### src/rtl/placeholder_none.sv
`timescale 1ns/10ps

### src/inc/apm_pkg.sv
package apm_pkg;
   localparam int unsigned PIN_COUNT        = 12;
   localparam int unsigned CHAN_COUNT       = 6;
   localparam int unsigned SEL_SLOTS        = 16;
   localparam int unsigned ADDR_W           = 8;
   localparam int unsigned DATA_W           = 32;

   // register byte offsets
   localparam logic [7:0] OFS_SELECT        = 8'h00;
   localparam logic [7:0] OFS_DATA          = 8'h04;
   localparam logic [7:0] OFS_SET           = 8'h08;
   localparam logic [7:0] OFS_CLEAR         = 8'h0C;
   localparam logic [7:0] OFS_TOGGLE        = 8'h10;
   localparam logic [7:0] OFS_DIR           = 8'h14;
   localparam logic [7:0] OFS_PIN_LEVEL     = 8'h18;
   localparam logic [7:0] OFS_ROUTE_STATUS  = 8'h1C;

   // values after reset
   localparam logic [15:0] RST_SELECT_SLOTS = 16'hFFFF;
   localparam logic [5:0]  RST_DATA         = 6'h00;
   localparam logic [5:0]  RST_DIR          = 6'h00;
   localparam logic [31:0] RST_RDATA        = 32'h0000_0000;

   // odd select bit of a slot is 2*slot+1; pin order A0 A2 A3 A4 A6 A7 B0 B2 B3 B4 B6 B7
   localparam int unsigned PIN_SLOT [PIN_COUNT]   = '{0, 2, 3, 4, 6, 7, 8, 10, 11, 12, 14, 15};
   // which pin each digital channel sits on
   localparam int unsigned CHAN_PIN [CHAN_COUNT]  = '{1, 3, 4, 7, 9, 10};
   // digital channel numbers 18 20 22 26 28 30
   localparam int unsigned CHAN_NUM [CHAN_COUNT]  = '{18, 20, 22, 26, 28, 30};
   // pins that have a digital function
   localparam logic [11:0] PIN_HAS_DIGITAL        = 12'h69A;
endpackage

### src/rtl/apm_channel.sv
`timescale 1ns/10ps
module apm_channel
   import apm_pkg::*;
(
   input  wire logic clk_sys,
   input  wire logic rst,
   input  wire logic analog_mode,
   input  wire logic dir_out,
   input  wire logic latch_val,
   input  wire logic pin_i,
   output logic      pin_o,
   output logic      pin_oe,
   output logic      level
);
   logic pin_o_q;
   logic pin_oe_q;
   logic level_q;

   always_ff @(posedge clk_sys)
   begin
      if (rst)
      begin
         pin_oe_q <= 1'b0;
      end
      else
      begin
         pin_oe_q <= ~analog_mode & dir_out;
      end
   end

   always_ff @(posedge clk_sys)
   begin
      if (rst)
      begin
         pin_o_q <= 1'b0;
      end
      else
      begin
         pin_o_q <= latch_val;
      end
   end

   // input path closed in analog mode, reads zero
   always_ff @(posedge clk_sys)
   begin
      if (rst)
      begin
         level_q <= 1'b0;
      end
      else
      begin
         level_q <= ~analog_mode & pin_i;
      end
   end

   assign pin_o  = pin_o_q;
   assign pin_oe = pin_oe_q;
   assign level  = level_q;
endmodule

### src/rtl/apm_second_analog_pin_mux.sv
// Function
// - after reset all twelve pins analog, digital function off
// - only the control processor reaches the registers; other accesses ignored
// - odd select bit 0 puts its pin in digital mode, if the pin has a digital function
// - odd select bit 1 routes its pin to converter or comparator
// - even select bits ignored, read as zero
// - bit 9 picks digital channel twenty or analog for chan-A4 pin
// - pins A0 A3 A7 B0 B3 B7 stay analog, digital reserved
// - A2 A4 A6 to channels 18 20 22; B2 B4 B6 to 26 28 30
// - read/write six channel values, per-bit direction control
// - no pull-up control on these channels
`timescale 1ns/10ps
module apm_second_analog_pin_mux
   import apm_pkg::*;
(
   input  wire logic                  clk_sys,
   input  wire logic                  rst,
   input  wire logic [ADDR_W-1:0]     reg_addr,
   input  wire logic [DATA_W-1:0]     reg_wdata,
   input  wire logic                  reg_wr,
   input  wire logic                  reg_rd,
   input  wire logic                  reg_from_ctrl_cpu,
   output logic      [DATA_W-1:0]     reg_rdata,
   input  wire logic [CHAN_COUNT-1:0] chan_pin_i,
   output logic      [CHAN_COUNT-1:0] chan_pin_o,
   output logic      [CHAN_COUNT-1:0] chan_pin_oe,
   output logic      [PIN_COUNT-1:0]  analog_route_en
);
   logic [SEL_SLOTS-1:0]  sel_slot_q;
   logic [CHAN_COUNT-1:0] data_q;
   logic [CHAN_COUNT-1:0] data_d;
   logic [CHAN_COUNT-1:0] dir_q;
   logic [DATA_W-1:0]     rdata_q;
   logic [DATA_W-1:0]     rdata_d;
   logic [PIN_COUNT-1:0]  pin_analog;
   logic [CHAN_COUNT-1:0] chan_analog;
   logic [CHAN_COUNT-1:0] chan_level;
   logic [CHAN_COUNT-1:0] data_view;
   logic [DATA_W-1:0]     select_view;
   logic                  wr_ok;
   logic                  rd_ok;

   assign wr_ok = reg_wr & reg_from_ctrl_cpu;
   assign rd_ok = reg_rd & reg_from_ctrl_cpu;

   always_ff @(posedge clk_sys)
   begin
      if (rst)
      begin
         sel_slot_q <= RST_SELECT_SLOTS;
      end
      else if (wr_ok && reg_addr == OFS_SELECT)
      begin
         for (int s = 0; s < SEL_SLOTS; s++)
         begin
            sel_slot_q[s] <= reg_wdata[2*s+1];
         end
      end
   end

   always_comb
   begin
      pin_analog = '0;
      for (int p = 0; p < PIN_COUNT; p++)
      begin
         pin_analog[p] = sel_slot_q[PIN_SLOT[p]] | ~PIN_HAS_DIGITAL[p];
      end
   end

   // analog switch closes only while the pin is in analog mode
   assign analog_route_en = pin_analog;

   // chan 1 (twenty) follows slot 4, bit 9
   always_comb
   begin
      chan_analog = '0;
      for (int c = 0; c < CHAN_COUNT; c++)
      begin
         chan_analog[c] = pin_analog[CHAN_PIN[c]];
      end
   end

   // output latch write, set, clear, toggle
   always_comb
   begin
      data_d = data_q;
      if (wr_ok)
      begin
         unique case (reg_addr)
            OFS_DATA:   data_d = reg_wdata[CHAN_COUNT-1:0];
            OFS_SET:    data_d = data_q | reg_wdata[CHAN_COUNT-1:0];
            OFS_CLEAR:  data_d = data_q & ~reg_wdata[CHAN_COUNT-1:0];
            OFS_TOGGLE: data_d = data_q ^ reg_wdata[CHAN_COUNT-1:0];
            default:    data_d = data_q;
         endcase
      end
   end

   always_ff @(posedge clk_sys)
   begin
      if (rst)
      begin
         data_q <= RST_DATA;
      end
      else
      begin
         data_q <= data_d;
      end
   end

   // direction, 1 is output; reset input
   always_ff @(posedge clk_sys)
   begin
      if (rst)
      begin
         dir_q <= RST_DIR;
      end
      else if (wr_ok && reg_addr == OFS_DIR)
      begin
         dir_q <= reg_wdata[CHAN_COUNT-1:0];
      end
   end

   for (genvar c = 0; c < CHAN_COUNT; c++)
   begin : g_chan
      apm_channel u_chan
      (
         .clk_sys     (clk_sys),
         .rst         (rst),
         .analog_mode (chan_analog[c]),
         .dir_out     (dir_q[c]),
         .latch_val   (data_q[c]),
         .pin_i       (chan_pin_i[c]),
         .pin_o       (chan_pin_o[c]),
         .pin_oe      (chan_pin_oe[c]),
         .level       (chan_level[c])
      );
   end

   // outputs read back the latch, inputs the sampled pin
   always_comb
   begin
      data_view = '0;
      for (int c = 0; c < CHAN_COUNT; c++)
      begin
         data_view[c] = (dir_q[c] && !chan_analog[c]) ? data_q[c] : chan_level[c];
      end
   end

   always_comb
   begin
      select_view = '0;
      for (int s = 0; s < SEL_SLOTS; s++)
      begin
         select_view[2*s+1] = sel_slot_q[s];
      end
   end

   always_comb
   begin
      rdata_d = '0;
      if (rd_ok)
      begin
         unique case (reg_addr)
            OFS_SELECT:       rdata_d = select_view;
            OFS_DATA:         rdata_d = {{(DATA_W-CHAN_COUNT){1'b0}}, data_view};
            OFS_DIR:          rdata_d = {{(DATA_W-CHAN_COUNT){1'b0}}, dir_q};
            OFS_PIN_LEVEL:    rdata_d = {{(DATA_W-CHAN_COUNT){1'b0}}, chan_level};
            OFS_ROUTE_STATUS: rdata_d = {{(DATA_W-PIN_COUNT){1'b0}}, pin_analog};
            default:          rdata_d = '0;
         endcase
      end
   end

   // read data stands one cycle after the strobe only
   always_ff @(posedge clk_sys)
   begin
      if (rst)
      begin
         rdata_q <= RST_RDATA;
      end
      else
      begin
         rdata_q <= rdata_d;
      end
   end

   assign reg_rdata = rdata_q;
endmodule

### config.mk
export PLATFORM = sky130hd
export DESIGN_NAME = apm_second_analog_pin_mux
export DESIGN_NICKNAME = d
export VERILOG_FILES = /design/src/rtl/placeholder_none.sv /design/src/inc/apm_pkg.sv /design/src/rtl/apm_channel.sv /design/src/rtl/apm_second_analog_pin_mux.sv
export SDC_FILE = /design/constraint.sdc
export NUM_CORES = 1
export LEC_CHECK = 0
export BUFFER_PORTS_ARGS = -buffer_cell sky130_fd_sc_hd__buf_2
export CAP_MARGIN = 20
export CORE_AREA = 3 3 85 87
export CTS_CLUSTER_SIZE = 10
export DETAILED_ROUTE_END_ITERATION = 8
export DIE_AREA = 0 0 88 90
export PLACE_DENSITY = 0.88
export SYNTH_ARGS = -nofsm -noshare
export SYNTH_HDL_FRONTEND = slang
export SYNTH_SLANG_ARGS = --single-unit
export TNS_END_PERCENT = 20
### constraint.sdc
create_clock -name clk_sys -period 1.9 [get_ports clk_sys]
set_input_delay 0.095 -clock clk_sys [delete_from_list [all_inputs] [get_ports clk_sys]]
set_output_delay 0.095 -clock clk_sys [all_outputs]
set_load 0.005 [all_outputs]
# ---- Yosys cells after proc, flatten, opt, wreduce, memory -nomap -nowiden
# Index checks and enable logic that the tools add are counted.
dict set report totals {
  reg_bits 78
  inputBits 51
  out_inout_bits 56
  word_cells 80
}
dict set report op_classes {
  eq_ne 7
  mux 8
  n_bitwise 25
  n_reduce_logical 18
}
# op n
set op_table {}
lappend op_table {{$pmux W32 S5} 1}
lappend op_table {{$eq A8 B5 Y1 const B} 4}
lappend op_table {{$pmux W6 S4} 1}
lappend op_table {{$eq A8 B4 Y1 const B} 2}
lappend op_table {{$and A1 B1 Y1} 14}
lappend op_table {{$eq A8 B3 Y1 const B} 1}
lappend op_table {{$logic_and A1 B1 Y1} 8}
lappend op_table {{$logic_not A8 Y1} 1}
lappend op_table {{$not A1 Y1} 7}
lappend op_table {{$and A6 B6 Y6} 1}
lappend op_table {{$logic_not A1 Y1} 6}
lappend op_table {{$mux W1} 6}
lappend op_table {{$not A6 Y6} 1}
lappend op_table {{$or A6 B6 Y6} 1}
lappend op_table {{$xor A6 B6 Y6} 1}
lappend op_table {{$reduce_bool A4 Y1} 1}
lappend op_table {{$reduce_and A2 Y1} 1}
lappend op_table {{$reduce_or A2 Y1} 1}

# ---- Logic depth before layout (Yosys ltp)
dict set report logic_depth {
  depth_word 4
  ltp_mapped 7
  mapped_depth_nobuf 6
}

# ---- By module
# A second synthesis with hierarchy kept.
dict set report unflattened {
  hier_cells 341
  hier_area_um2 3091.7
}
# mod instances cells_per_inst area_per_inst_um2 seq_area_each_um2
set modules_own_cells {}
lappend modules_own_cells {apm_second_analog_pin_mux 1 305 2603.7 980.9}
lappend modules_own_cells {apm_channel 6 6 81.3 60.1}

# ---- Worst setup path before layout
# Ideal clock, no wire load.
dict set report synth_timing {
  kind {input port to flip-flop}
  startpoint {input port reg_addr[3]}
  endpoint {register data_q[3]}
  setup_ps 74
  t_arrival_ps 1388
  t_required_ps 1826
  slack_ps 437
  stages 6
  path_buffers 2
  cell_sequence {buf_2 or3b_4 a2111oi_4 buf_4 o21bai_1 a31oi_2}
}
dict set report synth_via {
  elab_chain_len 3
  word_cells_on_any_way 7
  cone_classes {eq/ne (4); mux (1); reduce/logical (2)}
}
# item line
set synth_lines {}
lappend synth_lines {{start, declared} apm_second_analog_pin_mux.sv:18} ;# input wire logic [ADDR_W-1:0] reg_addr,
lappend synth_lines {{$eq A8 B5 Y1 (tied with other cells)} apm_second_analog_pin_mux.sv:89} ;# unique case (reg_addr)
lappend synth_lines {{$reduce_bool A4 Y1 (no source line)} --}
lappend synth_lines {{$reduce_and A2 Y1 (no source line)} --}
lappend synth_lines {{end signal, assigned} apm_second_analog_pin_mux.sv:107} ;# data_q <= data_d;
lappend synth_lines {{end, declared} apm_second_analog_pin_mux.sv:30} ;# logic [CHAN_COUNT-1:0] data_q;
# Parallel ways exist; a longest one is shown, timed or not.
# A chain may end at the register's enable or synchronous reset.

# ---- Final worst setup path
dict set report layout_timing {
  startpoint {register data_q[5]}
  endpoint {register data_q[5]}
}
dict set report layout_via {
  elab_chain_len 2
  word_cells_on_any_way 4
  cone_classes {mux (1); bitwise (3)}
}
# item line
set layout_lines {}
lappend layout_lines {{$xor A6 B6 Y6 (tied with other cells)} apm_second_analog_pin_mux.sv:93} ;# OFS_TOGGLE: data_d = data_q ^ reg_wdata[CHAN_COUNT-1:0];
lappend layout_lines {{$pmux W6 S4 (*)} apm_second_analog_pin_mux.sv:89}
# Mark *: on every way between the ends. The rest lies on a longest branch, timed or not.

==> flow_metrics.py <==
metrics = {
    "status": {
        "status": "completed",
    },
    "worst_setup_path": {
        "critPathMaxStageDelay_ns": 0.38,
        "worst_ep_required_time_ns": 2.14,
        "cp_max_fo": 4,
        "cpMaxStageDelayCell": "dfxtp_1",
        "worstPathArrival_ns": 1.74,
        "cp-end-kind": "register",
        "critPathKind": "register to register",
        "startpoint_type": "register",
        "crit_chain": "inv_1 -> ha_1 -> or2_2 -> a21oi_1 -> o21ai_0 -> a311oi_1",
    },
    "synth": {
        "syn_area_mm2": 0.00320,
        "yosys_warnings": 0,
        "ys_types": 48,
        "synthArstFlopShare": 0,
        "syn_inst": 354,
        "syn_area_per_cell_um2": 9.05,
        "ys_ff_latch": 67,
        "synth_edf_count": 0,
        "synth_ff_type": "dfxtp_1",
        "synth_seq_area_share": 0.419,
    },
    "die": {
        "start_util": 0.499,
        "die_h_um": 90,
        "die_w_um": 88,
        "coreArea_mm2": 0.00642,
        "rows": 29,
        "die-area_mm2": 0.00792,
        "io-pin-count": 107,
    },
    "grt": {
        "track_usage": 0.196,
        "grt_pass1_wl_um": 12300,
        "antenna_found_initial": 0,
        "first_global_vias": 2576,
        "grt_max_degree": 47,
        "grt.overflow.total": 0,
    },
    "cells_and_area": {
        "final_nets": 495,
        "layout-drive-gt1-share": 0.275,
        "diodes": 0,
        "area_growth_syn_to_layout_pct": 21.0,
        "stdcell_area_mm2": 0.00388,
        "fillers": 529,
    },
    "timing": {
        "period_needed_ns": 1.50,
        "relSlewSlack": 0.556,
        "hold_viol": 0,
        "tightest_slew_ns": 0.660,
        "max_freq_mhz": 665,
        "maxSlewViolCount": 0,
        "setup_viol": 0,
        "finClkSkew_ns": 0.0118,
        "setup_tns_ns": 0,
        "fin_crit_sh": 0.792,
        "rsz0062_at_grt": "no",
    },
    "place": {
        "gp_congestion": 0.881,
        "dp_hpwl_um": 5360,
        "port_buffers": 77,
        "dpl-instance-area_mm2": 0.00351,
    },
    "worst_hold_path": {
        "hp-class": "primary input to register",
    },
    "pwr": {
        "power_leakage_nw": 1.80,
        "combPwrFrac": 0.067,
        "vdd_ir_drop_max_v": 0.000609,
        "switching_share": 0.222,
        "power.switching_w": 0.000674,
        "p_seq_frac": 0.462,
        "p_clk_frac": 0.471,
        "p_int_w": 0.00237,
        "p_per_area_mw_per_mm2": 784,
    },
    "route": {
        "wirelength_um": 7670,
        "wl_per_cell_um": 15.0,
        "drt_iter0_drc": 145,
        "firstDrtPassIters": 4,
        "via_per_inst": 5.32,
        "ant_nets": 0,
        "route.detailed.drc": 0,
        "vias": 2730,
    },
    "clocking": {
        "cts_resized": 0,
        "clockBufferDepth": 2,
        "numCtsBuffers": 9,
        "cts_root_buffer": "clkbuf_8",
        "cts_tree": "yes",
        "cts_sinks": 67,
        "clk_pin_slew_worst_paths_ns": 0.07,
        "cts_max_level": 3,
        "insertion_delay_ns": 0.34,
    },
    "run": {
        "timing.max_cap.violations": 0,
    },
}
[synth_stat cells (4+ instances only)]
cell | count | area, µm²
clkbuf_1 | 11 | 41.3
inv_1 | 16 | 60.1
nor2b_1 | 6 | 37.5
buf_4 | 36 | 270
nor3b_1 | 16 | 120
nand2_1 | 44 | 165
ha_1 | 12 | 150
and2_1 | 14 | 87.6
a2bb2oi_1 | 4 | 35.0
nor2_1 | 21 | 78.8
dfxtp_1 | 67 | 1340
a21oi_1 | 7 | 35.0
o21ai_0 | 7 | 35.0
nand3b_1 | 19 | 143
o21bai_1 | 5 | 37.5
a31oi_1 | 7 | 43.8
nand4_1 | 7 | 43.8
mux2i_1 | 6 | 60.1
a22oi_1 | 5 | 37.5
[path summary, 6_finish.rpt]
path | from | end | slack, ns | depth (start not counted)
min reg2reg | sel_slot_q[15]$_SDFFE_PP1P_ | reg_rdata[31]$_SDFF_PP0_ | 0.46 | 1
max | data_q[5]$_SDFFE_PP0P_ | data_q[5]$_SDFFE_PP0P_ | 0.40 | 6
min | chan_pin_i[2] | g_chan[2].u_chan.level$_SDFF_PP0_ | 0.03 | 2
max reg2reg | data_q[5]$_SDFFE_PP0P_ | data_q[5]$_SDFFE_PP0P_ | 0.40 | 6
[logic make-up after synthesis]
family,count (synthesis),synth area share
flops,67,0.419
other cells,2,0.00234
mux,7,0.0223
fa+ha+maj,12,0.0469
compound gates,50,0.118
simple gates,148,0.267
buf+inv,68,0.125
[sequential cells by signal, summed over array words and instances (netlist names)]
signal and cells:
data_q 6, g_chan.u_chan.pin_oe 6, g_chan.u_chan.pin_o 6, dir_q 6
g_chan.u_chan.level 6, reg_rdata 21, sel_slot_q 16
[power by group through the flow]
stage | registers (W) | clock network (W) | logic [W]
after CTS | 0.00141 | 0.00144 | 0.000200
final | 0.00141 | 0.00143 | 0.000203
after global placement | 0.00144 | 0 | 0.000173
after global routing | 0.00141 | 0.00151 | 0.000221
after floorplan | 0.00144 | 0 | 0.000126
after detailed placement | 0.00144 | 0 | 0.000179
[through the flow]
stage,util,setup slack (ns),power (W),hold WS [ns],instances
finish,0.604,0.396,0.00304,0.0251,513
global route,0.604,0.325,0.00314,0.00657,513
CTS,0.604,0.396,0.00304,0.0156,513
detailed placement,0.546,0.235,0.00162,0.310,485
global placement,0.546,0.260,0.00161,0.306,485
floorplan,-,0.437,0.00156,0.219,368
[repair_timing]
item / CTS / global route
endpoints found under the setup margin: 0 / 0
hold buffers: 13 / 0
buffers inserted: 0 / 0
hold endpoints to repair: 13 / 0
[cells in the final DEF (no fill, tap or decap), types with 9 or more instances in the layout]
| cell type | Yosys | routed |
|---|---|---|
| nor2_1 | 21 | 21 |
| ha_1 | 12 | 12 |
| buf_2 | 3 | 77 |
| buf_4 | 36 | 15 |
| nor3b_1 | 16 | 16 |
| dlygate4sd3_1 | 0 | 13 |
| dfxtp_1 | 67 | 67 |
| nand2_1 | 44 | 44 |
| clkbuf_8 | 0 | 9 |
| inv_1 | 16 | 16 |
| and2_1 | 14 | 14 |
| nand3b_1 | 19 | 19 |
| conb_1 | 2 | 16 |
[layout make-up]
type	count	area, µm²	share of cell area
clock buffer	9	124	0.0319
clock inverter	6	114	0.0294
inverter	16	60.1	0.0155
multi-input combinational	233	1510	0.390
sequential	67	1340	0.346
tap	77	96.3	0.0248
timing repair buffer	105	628	0.162
[critical path: cells and delay by family, from the launching register on]
family / cells / cell delay (ns)
and+or+nand+nor: 1 / 0.27
AOI/OAI and AO/OA: 3 / 0.50
DFF: 1 / 0.38
adders and majority gates: 1 / 0.17
buffers and inverters: 1 / 0.09
[metal layers]
metal  global-route usage  wire length [µm]  share of wire  vias up
met2                0.320              3730           0.49      139
met3               0.0548               640          0.083       21
met5                    0                 0              0        -
met4               0.0831               196          0.026        0
met1                0.236              3110           0.41     1248
li1                     -                 -              -     1322
Power figures use the tool's default switching activity.
